--- src/inc/lpmc_pkg.sv ---
// Shared constants and types for the LED pump mode control block
package lpmc_pkg;

  // Channel and register geometry
  localparam int NUM_CH = 6;
  localparam int NUM_PAIRS = 3;
  localparam int REG_W = 8;
  localparam int CODE_W = 6;
  localparam int APB_DW = 32;
  localparam int APB_AW = 8;

  // Register indices; byte address is four times the index
  localparam logic [2:0] IDX_PAIR_A = 3'h0;
  localparam logic [2:0] IDX_PAIR_B = 3'h1;
  localparam logic [2:0] IDX_PAIR_C = 3'h2;
  localparam logic [2:0] IDX_ON_OFF = 3'h3;

  // Values after reset and in shutdown
  localparam logic [REG_W-1:0] RST_REG = 8'h00;
  localparam logic [APB_DW-1:0] RST_RDATA = 32'h0000_0000;

  // Mode change delay
  localparam int PUMP_DELAY_US = 400;
  localparam int CLK_FREQ_MHZ = 10;
  localparam int PUMP_DELAY_CYC = PUMP_DELAY_US * CLK_FREQ_MHZ;
  localparam int DLY_W = 12;

  typedef enum logic [1:0] {
    PUMP_OFF,
    PUMP_1X,
    PUMP_1P5X
  } lpmc_mode_e;

  typedef struct packed {
    logic on;
    logic [CODE_W-1:0] code;
  } lpmc_sink_drive_s;

  // Word index of a byte address
  function automatic logic [2:0] lpmc_reg_index(input logic [APB_AW-1:0] addr);
    return addr[4:2];
  endfunction : lpmc_reg_index

  // Aligned and inside the map
  function automatic logic lpmc_addr_ok(input logic [APB_AW-1:0] addr);
    return (addr[1:0] == 2'h0) && (addr[APB_AW-1:5] == '0) &&
      (addr[4:2] <= IDX_ON_OFF);
  endfunction : lpmc_addr_ok

endpackage : lpmc_pkg

--- src/verilog/lpmc_sync3.sv ---
// Three-stage synchroniser with agreement filter for pin inputs
`timescale 1ns/1ps
`default_nettype none
module lpmc_sync3 #(
  parameter int W = 1,
  parameter logic [W-1:0] RST_VAL = '0
) (
  // Clock and reset
  input wire logic core_clk,
  input wire logic rst_n,
  // Pin side
  input wire logic [W-1:0] pin_in,
  // Core side
  output logic [W-1:0] level
);

  logic [W-1:0] ff1;
  logic [W-1:0] ff2;
  logic [W-1:0] ff3;

  always_ff @(posedge core_clk or negedge rst_n) begin
    if (!rst_n) begin
      ff1 <= RST_VAL;
      ff2 <= RST_VAL;
      ff3 <= RST_VAL;
    end else begin
      ff1 <= pin_in;
      ff2 <= ff1;
      ff3 <= ff2;
    end
  end

  // Only a value seen on two stages counts, so one-sample glitches die here
  always_ff @(posedge core_clk or negedge rst_n) begin
    if (!rst_n) begin
      level <= RST_VAL;
    end else begin
      for (int i = 0; i < W; i++) begin
        if (ff2[i] == ff3[i]) begin
          level[i] <= ff3[i];
        end
      end
    end
  end

endmodule : lpmc_sync3
`default_nettype wire

--- src/verilog/lpmc_led_ctrl.sv ---
// LED driver control: APB registers, channel gating and pump mode sequencer
`timescale 1ns/1ps
`default_nettype none
// Summary of operation
// - Undervoltage forces every sink channel off
// - Enable rise starts active with zero current
// - Enable low holds zero-current shutdown
// - Four registers, all writable and readable
// - Pair register sets both channels' current
// - Mask switches each channel individually
// - Shutdown puts all sinks high impedance
// - Every mode sequence starts in 1x
// - Stay 1x while regulation holds
// - Regulation loss moves to 1.5x after 400us
// - Restart on power-up, enable, mask write
// - Low six bits code; current (code+1) steps
// - Mask bits 0..5 map A1..C2, one on
// - Four 8-bit registers at indices 0..3
module lpmc_led_ctrl
  import lpmc_pkg::*;
(
  // Clock and reset
  input wire logic core_clk,
  input wire logic rst_n,
  // APB slave
  input wire logic [APB_AW-1:0] paddr,
  input wire logic psel,
  input wire logic penable,
  input wire logic pwrite,
  input wire logic [APB_DW-1:0] pwdata,
  output logic [APB_DW-1:0] prdata,
  output logic pready,
  output logic pslverr,
  // Pins and analogue indications
  input wire logic chip_en,
  input wire logic supply_uv,
  input wire logic regulation_ok,
  // Sink and pump controls
  output lpmc_sink_drive_s [NUM_CH-1:0] led_sink_outputs,
  output logic [NUM_CH-1:0] sink_oe,
  output logic pump_mode_1p5x,
  output logic pump_run
);

  logic en_level;
  logic uv_level;
  logic reg_ok_level;
  lpmc_mode_e pump_state;
  logic [DLY_W-1:0] fail_cnt;
  logic enabled;
  logic [REG_W-1:0] pair_a_current_reg;
  logic [REG_W-1:0] pair_b_current_reg;
  logic [REG_W-1:0] pair_c_current_reg;
  logic [REG_W-1:0] channel_on_off_reg;
  logic [NUM_PAIRS-1:0][CODE_W-1:0] pair_codes;
  logic [2:0] reg_idx;
  logic addr_ok;
  logic wr_access;
  logic rd_setup;
  logic onoff_wr;
  logic [REG_W-1:0] rd_mux;

  // Supply comparator reset value 1 keeps sinks off until it is seen
  lpmc_sync3 #(
    .W(3),
    .RST_VAL(3'b110)
  ) u_pin_sync (
    .core_clk(core_clk),
    .rst_n(rst_n),
    .pin_in({regulation_ok, supply_uv, chip_en}),
    .level({reg_ok_level, uv_level, en_level})
  );

  assign enabled = (pump_state != PUMP_OFF);
  assign reg_idx = lpmc_reg_index(paddr);
  assign addr_ok = lpmc_addr_ok(paddr);
  assign wr_access = psel && penable && pwrite;
  assign rd_setup = psel && !penable && !pwrite;
  assign onoff_wr = wr_access && addr_ok && (reg_idx == IDX_ON_OFF) && enabled;

  // Zero wait states
  assign pready = 1'b1;
  assign pslverr = psel && penable && !addr_ok;

  // Pump mode sequencer
  always_ff @(posedge core_clk or negedge rst_n) begin
    if (!rst_n) begin
      pump_state <= PUMP_OFF;
      fail_cnt <= '0;
    end else if (!en_level) begin
      pump_state <= PUMP_OFF;
      fail_cnt <= '0;
    end else begin
      case (pump_state)
        PUMP_OFF: begin
          pump_state <= PUMP_1X;
          fail_cnt <= '0;
        end
        PUMP_1X: begin
          if (onoff_wr || reg_ok_level) begin
            fail_cnt <= '0;
          end else if (fail_cnt == DLY_W'(PUMP_DELAY_CYC - 1)) begin
            pump_state <= PUMP_1P5X;
            fail_cnt <= '0;
          end else begin
            fail_cnt <= fail_cnt + 1'b1;
          end
        end
        PUMP_1P5X: begin
          if (onoff_wr) begin
            pump_state <= PUMP_1X;
          end
          fail_cnt <= '0;
        end
        default: begin
          pump_state <= PUMP_OFF;
          fail_cnt <= '0;
        end
      endcase
    end
  end

  // Registers; cleared in shutdown so currents start at zero on enable
  always_ff @(posedge core_clk or negedge rst_n) begin
    if (!rst_n) begin
      pair_a_current_reg <= RST_REG;
      pair_b_current_reg <= RST_REG;
      pair_c_current_reg <= RST_REG;
      channel_on_off_reg <= RST_REG;
    end else if (!enabled) begin
      pair_a_current_reg <= RST_REG;
      pair_b_current_reg <= RST_REG;
      pair_c_current_reg <= RST_REG;
      channel_on_off_reg <= RST_REG;
    end else if (wr_access && addr_ok) begin
      case (reg_idx)
        IDX_PAIR_A: pair_a_current_reg <= pwdata[REG_W-1:0];
        IDX_PAIR_B: pair_b_current_reg <= pwdata[REG_W-1:0];
        IDX_PAIR_C: pair_c_current_reg <= pwdata[REG_W-1:0];
        IDX_ON_OFF: channel_on_off_reg <= pwdata[REG_W-1:0];
        default: begin
        end
      endcase
    end
  end

  // Read mux; only the four register words exist
  always_comb begin
    rd_mux = RST_REG;
    case (reg_idx)
      IDX_PAIR_A: rd_mux = pair_a_current_reg;
      IDX_PAIR_B: rd_mux = pair_b_current_reg;
      IDX_PAIR_C: rd_mux = pair_c_current_reg;
      IDX_ON_OFF: rd_mux = channel_on_off_reg;
      default: rd_mux = RST_REG;
    endcase
  end

  // Captured in setup so the access phase sees stable data
  always_ff @(posedge core_clk or negedge rst_n) begin
    if (!rst_n) begin
      prdata <= RST_RDATA;
    end else if (rd_setup) begin
      prdata <= addr_ok ? {{(APB_DW - REG_W){1'b0}}, rd_mux} : RST_RDATA;
    end
  end

  // Bits 7:6 kept for read-back but never reach a sink
  assign pair_codes[0] = pair_a_current_reg[CODE_W-1:0];
  assign pair_codes[1] = pair_b_current_reg[CODE_W-1:0];
  assign pair_codes[2] = pair_c_current_reg[CODE_W-1:0];

  // Channel gating; channel i belongs to pair i/2
  always_ff @(posedge core_clk or negedge rst_n) begin
    if (!rst_n) begin
      led_sink_outputs <= '0;
      sink_oe <= '0;
    end else begin
      for (int i = 0; i < NUM_CH; i++) begin
        if (channel_on_off_reg[i] && enabled && !uv_level) begin
          led_sink_outputs[i].on <= 1'b1;
          led_sink_outputs[i].code <= pair_codes[i / 2];
        end else begin
          led_sink_outputs[i].on <= 1'b0;
          led_sink_outputs[i].code <= '0;
        end
      end
      sink_oe <= {NUM_CH{enabled}};
    end
  end

  always_ff @(posedge core_clk or negedge rst_n) begin
    if (!rst_n) begin
      pump_mode_1p5x <= 1'b0;
      pump_run <= 1'b0;
    end else begin
      pump_mode_1p5x <= (pump_state == PUMP_1P5X);
      pump_run <= enabled;
    end
  end

  // Checks
  property p_uv_off;
    @(posedge core_clk) disable iff (!rst_n)
      uv_level |=> (led_sink_outputs[0].on == 1'b0) && (led_sink_outputs[1].on == 1'b0) &&
        (led_sink_outputs[2].on == 1'b0) && (led_sink_outputs[3].on == 1'b0) &&
        (led_sink_outputs[4].on == 1'b0) && (led_sink_outputs[5].on == 1'b0);
  endproperty
  a_uv_off: assert property (p_uv_off) else $error("sink on under undervoltage");

  property p_enable_zero;
    @(posedge core_clk) disable iff (!rst_n)
      $rose(enabled) |-> (channel_on_off_reg == RST_REG) && (pair_a_current_reg == RST_REG);
  endproperty
  a_enable_zero: assert property (p_enable_zero) else $error("not zero at enable");

  property p_shutdown;
    @(posedge core_clk) disable iff (!rst_n)
      !en_level |=> (pump_state == PUMP_OFF) ##1 (sink_oe == '0) && !pump_run;
  endproperty
  a_shutdown: assert property (p_shutdown) else $error("enable low, not off");

  property p_read_back;
    @(posedge core_clk) disable iff (!rst_n)
      (rd_setup && addr_ok && (reg_idx == IDX_ON_OFF)) |=>
        (prdata[REG_W-1:0] == $past(channel_on_off_reg)) && (prdata[APB_DW-1:REG_W] == '0);
  endproperty
  a_read_back: assert property (p_read_back) else $error("mask read-back wrong");

  property p_pair_code;
    @(posedge core_clk) disable iff (!rst_n)
      led_sink_outputs[3].on |-> (led_sink_outputs[3].code == $past(pair_b_current_reg[5:0])) &&
        (!led_sink_outputs[2].on || (led_sink_outputs[2].code == led_sink_outputs[3].code));
  endproperty
  a_pair_code: assert property (p_pair_code) else $error("pair code mismatch");

  property p_gate;
    @(posedge core_clk) disable iff (!rst_n)
      1'b1 |=> (led_sink_outputs[4].on ==
        $past(channel_on_off_reg[4] && enabled && !uv_level));
  endproperty
  a_gate: assert property (p_gate) else $error("channel gating wrong");

  property p_start_1x;
    @(posedge core_clk) disable iff (!rst_n)
      ((pump_state == PUMP_OFF) && en_level) |=> (pump_state == PUMP_1X) && (fail_cnt == '0);
  endproperty
  a_start_1x: assert property (p_start_1x) else $error("sequence did not start in 1x");

  property p_hold_1x;
    @(posedge core_clk) disable iff (!rst_n)
      ((pump_state == PUMP_1X) && reg_ok_level) |=> (pump_state != PUMP_1P5X);
  endproperty
  a_hold_1x: assert property (p_hold_1x) else $error("left 1x with regulation good");

  property p_delay;
    @(posedge core_clk) disable iff (!rst_n)
      $rose(pump_state == PUMP_1P5X) |->
        ($past(fail_cnt) == DLY_W'(PUMP_DELAY_CYC - 1)) && !$past(reg_ok_level);
  endproperty
  a_delay: assert property (p_delay) else $error("1.5x entered before delay");

  property p_restart;
    @(posedge core_clk) disable iff (!rst_n)
      (onoff_wr && en_level) |=> (pump_state == PUMP_1X) && (fail_cnt == '0);
  endproperty
  a_restart: assert property (p_restart) else $error("mask write did not restart");

  property p_stay_1p5;
    @(posedge core_clk) disable iff (!rst_n)
      ((pump_state == PUMP_1P5X) && en_level && !onoff_wr) |=> (pump_state == PUMP_1P5X);
  endproperty
  a_stay_1p5: assert property (p_stay_1p5) else $error("left 1.5x without restart");

  property p_off_code_zero;
    @(posedge core_clk) disable iff (!rst_n)
      1'b1 |-> (led_sink_outputs[0].on || (led_sink_outputs[0].code == '0)) &&
        (led_sink_outputs[1].on || (led_sink_outputs[1].code == '0)) &&
        (led_sink_outputs[2].on || (led_sink_outputs[2].code == '0)) &&
        (led_sink_outputs[3].on || (led_sink_outputs[3].code == '0)) &&
        (led_sink_outputs[4].on || (led_sink_outputs[4].code == '0)) &&
        (led_sink_outputs[5].on || (led_sink_outputs[5].code == '0));
  endproperty
  a_off_code_zero: assert property (p_off_code_zero) else $error("off sink has code");

  property p_cleared_off;
    @(posedge core_clk) disable iff (!rst_n)
      !enabled |=> (channel_on_off_reg == RST_REG) && (pair_a_current_reg == RST_REG) &&
        (pair_b_current_reg == RST_REG) && (pair_c_current_reg == RST_REG);
  endproperty
  a_cleared_off: assert property (p_cleared_off) else $error("kept in shutdown");

  property p_bad_write;
    @(posedge core_clk) disable iff (!rst_n)
      (wr_access && !addr_ok && enabled) |=> $stable(channel_on_off_reg) &&
        $stable(pair_a_current_reg) && $stable(pair_b_current_reg) &&
        $stable(pair_c_current_reg);
  endproperty
  a_bad_write: assert property (p_bad_write) else $error("bad address wrote");

  property p_oe_off;
    @(posedge core_clk) disable iff (!rst_n)
      !pump_run |-> (sink_oe == '0) && !pump_mode_1p5x;
  endproperty
  a_oe_off: assert property (p_oe_off) else $error("sink driven while off");

  property p_count_1x;
    @(posedge core_clk) disable iff (!rst_n)
      ((pump_state == PUMP_1X) && en_level && !reg_ok_level && !onoff_wr &&
        (fail_cnt != DLY_W'(PUMP_DELAY_CYC - 1))) |=>
        (pump_state == PUMP_1X) && (fail_cnt == $past(fail_cnt) + 1'b1);
  endproperty
  a_count_1x: assert property (p_count_1x) else $error("delay count stalled");

endmodule : lpmc_led_ctrl
`default_nettype wire

--- config.mk ---
export PLATFORM = sky130hd
export DESIGN_NAME = lpmc_led_ctrl
export DESIGN_NICKNAME = d
export VERILOG_FILES = /design/src/inc/lpmc_pkg.sv /design/src/verilog/lpmc_sync3.sv /design/src/verilog/lpmc_led_ctrl.sv
export SDC_FILE = /design/constraint.sdc
export NUM_CORES = 1
export LEC_CHECK = 0
export ABC_AREA = 0
export CORE_MARGIN = 1.5
export CORE_UTILIZATION = 62
export DETAILED_ROUTE_END_ITERATION = 8
export DONT_BUFFER_PORTS = 1
export PLACE_DENSITY = 0.78
export RECOVER_POWER = 50
export SYNTH_ARGS = -nofsm -noshare
export SYNTH_HDL_FRONTEND = slang
export SYNTH_SLANG_ARGS = --single-unit
--- constraint.sdc ---
create_clock -name core_clk -period 1.95 [get_ports core_clk]
set_input_delay 0.0975 -clock core_clk [delete_from_list [all_inputs] [get_ports core_clk]]
set_output_delay 0.0975 -clock core_clk [all_outputs]
set_load 0.02 [all_outputs]
==> results of run 1 <==
## stage by stage
stage	area (µm²)	hold WS, ns	util, %
after global routing	4810	-0.604	69.7
final	4810	-0.577	69.7
after CTS	4810	-0.590	69.7
after detailed placement	4480	-0.195	64.9
after floorplan	4610	-0.198	-
after global placement	4480	-0.195	64.9
## power groups by stage
stage	clock, µW	combinational, µW	sequential (µW)
floorplan	0	198	2370
global placement	0	158	2370
detailed placement	0	162	2370
CTS	1500	187	2320
global route	1590	205	2330
finish	1480	189	2320
## layer usage
| layer | up-vias | share of wire, % | global-route usage (%) |
|---|---|---|---|
| met3 | 9 | 7.8 | 5.97 |
| met1 | 1311 | 43 | 31.6 |
| met4 | 0 | 1.4 | 8.95 |
| li1 | 1188 | - | - |
| met5 | - | 0 | 0 |
| met2 | 100 | 48 | 34.2 |
## worst max path at each step
stage,start,depth (start not counted),slack (ns),to
after floorplan,fail_cnt[0]$_DFF_PN0_,5,0.47,fail_cnt[10]$_DFF_PN0_
after global placement,fail_cnt[0]$_DFF_PN0_,5,0.25,fail_cnt[7]$_DFF_PN0_
after detailed placement,fail_cnt[0]$_DFF_PN0_,5,0.19,fail_cnt[10]$_DFF_PN0_
after CTS,fail_cnt[0]$_DFF_PN0_,5,0.17,fail_cnt[2]$_DFF_PN0_
after global routing,fail_cnt[0]$_DFF_PN0_,5,0.003,fail_cnt[7]$_DFF_PN0_
final,fail_cnt[0]$_DFF_PN0_,5,0.19,fail_cnt[2]$_DFF_PN0_
## cell type report
type / instances / area [µm²] / area share (%)
Inverter: 2 / 7.51 / 0.156
Tap cell: 96 / 120 / 2.50
Sequential cell: 110 / 2760 / 57.4
Timing Repair Buffer: 16 / 148 / 3.07
Clock buffer: 10 / 138 / 2.86
Clock inverter: 5 / 82.6 / 1.72
Multi-Input combinational cell: 223 / 1550 / 32.3
## worst max-delay path, cell delays in order, from the launching register on
cell     delay, ns
dfrtp_1       0.43
ha_1          0.25
and4_1        0.25
nand4_1       0.16
nand4_1       0.38
nor2_1        0.21
## kinds of logic (layout without fill, tap and decap cells)
| group | Yosys count | count (layout) |
|---|---|---|
| simple gates | 131 | 131 |
| flops | 110 | 110 |
| buf+inv | 45 | 33 |
| mux | 40 | 40 |
| compound gates | 14 | 14 |
| xor+xnor | 9 | 9 |
| fa+ha+maj | 4 | 4 |
| other cells | 2 | 25 |
## cell usage in the layout, fill, tap and decap left out, types with 3 or more instances in the layout
| cell | Yosys | layout |
|---|---|---|
| a32o_1 | 8 | 8 |
| and2_1 | 9 | 9 |
| and3_1 | 36 | 36 |
| and4_1 | 3 | 3 |
| buf_4 | 34 | 5 |
| clkbuf_8 | 0 | 10 |
| conb_1 | 2 | 25 |
| dfrtp_1 | 102 | 102 |
| dfstp_2 | 8 | 6 |
| dlygate4sd3_1 | 0 | 11 |
| maj3_1 | 3 | 3 |
| mux2i_1 | 32 | 32 |
| mux4_2 | 8 | 8 |
| nand2_1 | 7 | 7 |
| nand3_1 | 5 | 5 |
| nand4_1 | 4 | 4 |
| nand4_2 | 3 | 3 |
| nor2_1 | 52 | 50 |
| nor2b_1 | 3 | 3 |
| nor3_1 | 3 | 3 |
| xnor2_1 | 5 | 5 |
| xor2_1 | 4 | 4 |
## what timing repair did
| item | 4_1_cts | 5_1_grt |
|---|---|---|
| buffers inserted | 0 | 0 |
| hold endpoints to repair | 145 | 110 |
| resized for setup | 0 | 0 |
==> results_dict.tcl, run 1 <==
set metrics [dict create \
    largest_register_ffs 42 \
    holdCritPathClass "input port to asynchronous set/reset pin" \
    pwr-share-seq_pct 58.3 \
    p_clk_share_pct 37.0 \
    die_w_um 88.4 \
    r2r_cells 5 \
    grt.overflow.total 0 \
    synth.area.mux_share_pct 11.1 \
    syn_area_um2 4520 \
    whs_ns -0.577 \
    critPathMaxFanout 10 \
    regMostFlops "led_sink_outputs" \
    finalNonFillerCells 462 \
    critical_path_class "flop to flop" \
    clk_latency_ns 0.36 \
    cts_made_buffers 9 \
    fillCellCount 507 \
    wl_per_cell_um 17.7 \
    async_reset_ff_share_pct 100 \
    tns_ns 0 \
    via_per_inst 5.65 \
    r2r-end "fail_cnt[2]$_DFF_PN0_" \
    period_share_pct 90.0 \
    drtPass1Iterations 4 \
    crit-reg2reg-launch "fail_cnt[0]$_DFF_PN0_" \
    yosysTopAreaCell "dfrtp_1" \
    syn_inst 355 \
    rsz0062_at_grt "false" \
    grt_pass1_wl_mm 13.1 \
    synth_compound_area_share_pct 2.71 \
    drtAntennaViolNets 0 \
    finClkSkew_ns 0.00566 \
    fin_total_pwr_uw 3990 \
    p_sw_share_pct 22.0 \
    drt-total-wl_mm 8.20 \
    grt_max_degree 111 \
    cts_hold_buf 11 \
    synth_top_area_share_pct 56.4 \
    violations "hold timing" \
    cellInternalPower_uw 3110 \
    io_buffers 0 \
    drc 0 \
    cts_tree "yes" \
    final_layout_size_suffix_gt1_share_pct 10.9 \
    yosys-top-cells-area "dfrtp_1 56%, mux2i_1 7.1%, buf_4 5.6%, and3_1 5.0%, dfstp_2 4.6%" \
    gp_congestion 0.787 \
    synth_simple_gate_area_share_pct 15.7 \
    synth_edf_count 0 \
    antenna_found_initial 0 \
    dieArea_um2 7820 \
    grt_usage_pct 22.6 \
    io_pins 132 \
    ys_ff_latch 110 \
    reg_top3 "led_sink_outputs (42), fail_cnt (12)" \
    switchingPower_uw 877 \
    p_per_area_nw_per_um2 829 \
    synthAdderAreaFrac_pct 0.940 \
    crit_required_ns 2.23 \
    cts_max_level 3 \
    synth_top_family_by_area "simple AND/OR/NAND/NOR gates" \
    drv_cap 0 \
    synth_seq_area_share_pct 61.1 \
    syn_area_per_cell_um2 12.7 \
    core_area_um2 6910 \
    finalNetCount 411 \
    critical_path_arrival_ns 2.04 \
    clk_pin_slew_ns 0.09 \
    finalHoldViolCount 110 \
    drv_slew 0 \
    floorplan.initialDensity_pct 65.5 \
    antenna-diode-count 0 \
    yosysMostFrequentCell "dfrtp_1" \
    tightest_slew_ns 1.17 \
    relSlewSlack_pct 21.6 \
    synth_xor_area_share_pct 1.74 \
    root_buffer "clkbuf_8" \
    core.rowCount 30 \
    leakagePower_uw 0.00259 \
    first_global_vias 2475 \
    dp_slack_ns 0.188 \
    synth_commonest_cells "102 x dfrtp_1, 52 x nor2_1, 36 x and3_1, 34 x buf_4, 32 x mux2i_1" \
    ys_types 35 \
    r2r_slack_ns 0.19 \
    drtIter0Drc 258 \
    ir_worst_vdd_uv 555 \
    yosysWarnings 0 \
    ys.flop_type "dfrtp_1" \
    hpwl_mm 5.42 \
    setup_ws_ns 0.195 \
    die_h_um 88.4 \
    vias 2608 \
    finalCriticalPeriod_ns 1.76 \
    pwr-share-comb_pct 4.7 \
    finalSetupViolCount 0 \
    fmax_mhz 570 \
    cp-start-kind "flop" \
    cts_sinks 110 \
    endpoint_kind "flop" \
    status "complete, but fails checks" \
    place_inst 436 \
    syn_to_final_growth_pct 6.36 \
    clock_path_buffers 2 \
]
No activity file was read; power rests on OpenSTA's default activity.
==> inputs of run 2 (changes only) <==
--- a/config.mk
+++ b/config.mk
@@ -7,10 +7,9 @@
 export LEC_CHECK = 0
 export ABC_AREA = 0
 export CORE_MARGIN = 1.5
-export CORE_UTILIZATION = 62
+export CORE_UTILIZATION = 30
 export DETAILED_ROUTE_END_ITERATION = 8
 export DONT_BUFFER_PORTS = 1
-export PLACE_DENSITY = 0.78
 export RECOVER_POWER = 50
 export SYNTH_ARGS = -nofsm -noshare
 export SYNTH_HDL_FRONTEND = slang
==> run 2 against run 1 <==
- the run ends with DRC, hold timing left
- register-to-register slack better by 0.09 ns
- critical path type unchanged
- clock-buffer cell count stayed put
- clock power increased by 14%
==> results_dict.tcl, run 2 (same netlist as run 1, synthesis figures left out) <==
set metrics [dict create \
    final_layout_size_suffix_gt1_share_pct 11.4 \
    wl_per_cell_um 16.6 \
    hpwl_mm 6.50 \
    endpoint_kind "flop" \
    finalCriticalPeriod_ns 1.66 \
    crit_required_ns 2.22 \
    dieArea_um2 15800 \
    drt-total-wl_mm 9.19 \
    antenna-diode-count 0 \
    relSlewSlack_pct 53.6 \
    multi_input_area_um2 1550 \
    antenna_found_initial 0 \
    cts_max_level 3 \
    grt_usage_pct 12.0 \
    core_area_um2 14600 \
    drv_cap 0 \
    gp_congestion 0.736 \
    regMostFlops "led_sink_outputs" \
    drtIter0Drc 169 \
    rsz0062_at_grt "false" \
    finClkSkew_ns 0.0116 \
    period_share_pct 85.4 \
    io_buffers 0 \
    vias 2623 \
    final_common_cell "dfrtp_1" \
    finalSetupViolCount 0 \
    leakagePower_uw 0.00262 \
    drv_slew 0 \
    core.rowCount 44 \
    ir_worst_vdd_uv 435 \
    grt.overflow.total 0 \
    cp-start-kind "flop" \
    finalNetCount 413 \
    whs_ns -0.554 \
    tns_ns 0 \
    grt_pass1_wl_mm 14.8 \
    drtAntennaViolNets 0 \
    tightest_slew_ns 0.694 \
    syn_to_final_growth_pct 10.3 \
    grt_max_degree 111 \
    die_h_um 126 \
    via_per_inst 4.74 \
    clk_latency_ns 0.34 \
    root_buffer "clkbuf_16" \
    finalHoldViolCount 110 \
    cts_made_buffers 9 \
    clk_pin_slew_ns 0.07 \
    floorplan.initialDensity_pct 30.9 \
    holdCritPathClass "input port to asynchronous set/reset pin" \
    cts_tree "yes" \
    violations "DRC, hold timing" \
    cts_sinks 110 \
    critical_path_class "flop to flop" \
    drtPass1Iterations 8 \
    reg_top3 "led_sink_outputs (42), fail_cnt (12)" \
    critPathMaxFanout 28 \
    utilization_pct 34.1 \
    largest_register_ffs 42 \
    final_cell_mix "102 x dfrtp_1, 51 x nor2_1, 36 x and3_1" \
    seqCellArea_um2 2760 \
    fmax_mhz 601 \
    cts_hold_buf 11 \
    drc 8 \
    p_per_area_nw_per_um2 844 \
    die_w_um 126 \
    status "complete, but fails checks" \
    slowest_stage "nor2_1" \
    crit_chain "nor2_2 > nor2_1 > buf_4 > and3_1" \
    cp_slowest_stage_delay_ns 0.54 \
    io_pins 132 \
    clock_path_buffers 2 \
    first_global_vias 2613 \
    fillCellCount 1449 \
    critical_path_arrival_ns 1.94 \
]
## run 2: cell types whose count changed in the layout (fill, tap and decap cells not counted), moves of 2 or more
| cell | change |
|---|---|
| buf_4 | +2 |
| bufinv_16 | -2 |
| clkbuf_16 | +9 |
| clkbuf_8 | -10 |
## run 2: layout make-up
class,count,share of cell area [%]
Inverter,2,0.150
Clock buffer,10,4.59
Multi-Input combinational cell,223,31.1
Sequential cell,110,55.4
Tap cell,184,4.61
Clock inverter,6,0.928
Timing Repair Buffer,18,3.26
## run 2: worst paths after layout
kind / start / end / slack (ns) / depth (start not counted)
setup / recovery: pump_state[1]$_DFFE_PN0P_ / led_sink_outputs[15]$_DFF_PN0_ / 0.29 / 4
hold reg to reg: u_pin_sync.ff1[1]$_DFF_PN1_ / u_pin_sync.ff2[1]$_DFF_PN1_ / 0.36 / 0
min in group core_clk: paddr[3] / pump_state[0]$_DFFE_PN0P_ / 0.10 / 2
setup reg to reg: pump_state[1]$_DFFE_PN0P_ / led_sink_outputs[15]$_DFF_PN0_ / 0.29 / 4
max in group asynchronous: rst_n / u_pin_sync.ff1[1]$_DFF_PN1_ / 2.29 / 0
hold / removal: rst_n / fail_cnt[10]$_DFF_PN0_ / -0.55 / 0
## run 2: repair_timing
action	CTS	global route
resized for setup	0	0
setup endpoints to repair	0	8
setup buffers	0	1
endpoints found under the hold margin	145	110
## run 2: layer usage
layer  global-route usage (%)  up-vias  wire (µm)
met4                     4.06        0         99
met3                     3.78        9        671
met1                     15.3     1335       4090
met5                        0        -          0
li1                         -     1201          -
met2                     19.3       78       4330
## run 2: metrics by stage
| stage | worst slack [ns] | total power, µW | hold WS, ns | instances | area (µm²) |
|---|---|---|---|---|---|
| after floorplan | 0.470 | 2570 | -0.198 | 378 | 4610 |
| after global placement | 0.205 | 2530 | -0.194 | 525 | 4600 |
| after detailed placement | 0.167 | 2530 | -0.194 | 525 | 4600 |
| after CTS | 0.144 | 4260 | -0.569 | 552 | 4980 |
| after global routing | 0.104 | 4380 | -0.580 | 553 | 4990 |
| final | 0.286 | 4210 | -0.554 | 553 | 4990 |
## run 2: report_power, final
part | internal (µW) | total [µW] | switching, µW | leakage (µW)
combinational | 49.7 | 194 | 144 | 0.000994
clock | 879 | 1690 | 815 | 0.000135
sequential | 2310 | 2320 | 13.9 | 0.00150
## run 2: critical path, delay by kind of cell (launching register included)
family | cells | cell delay [ns]
flip-flops | 1 | 0.41
AND/OR/NAND/NOR | 3 | 0.82
buffers and inverters | 1 | 0.36
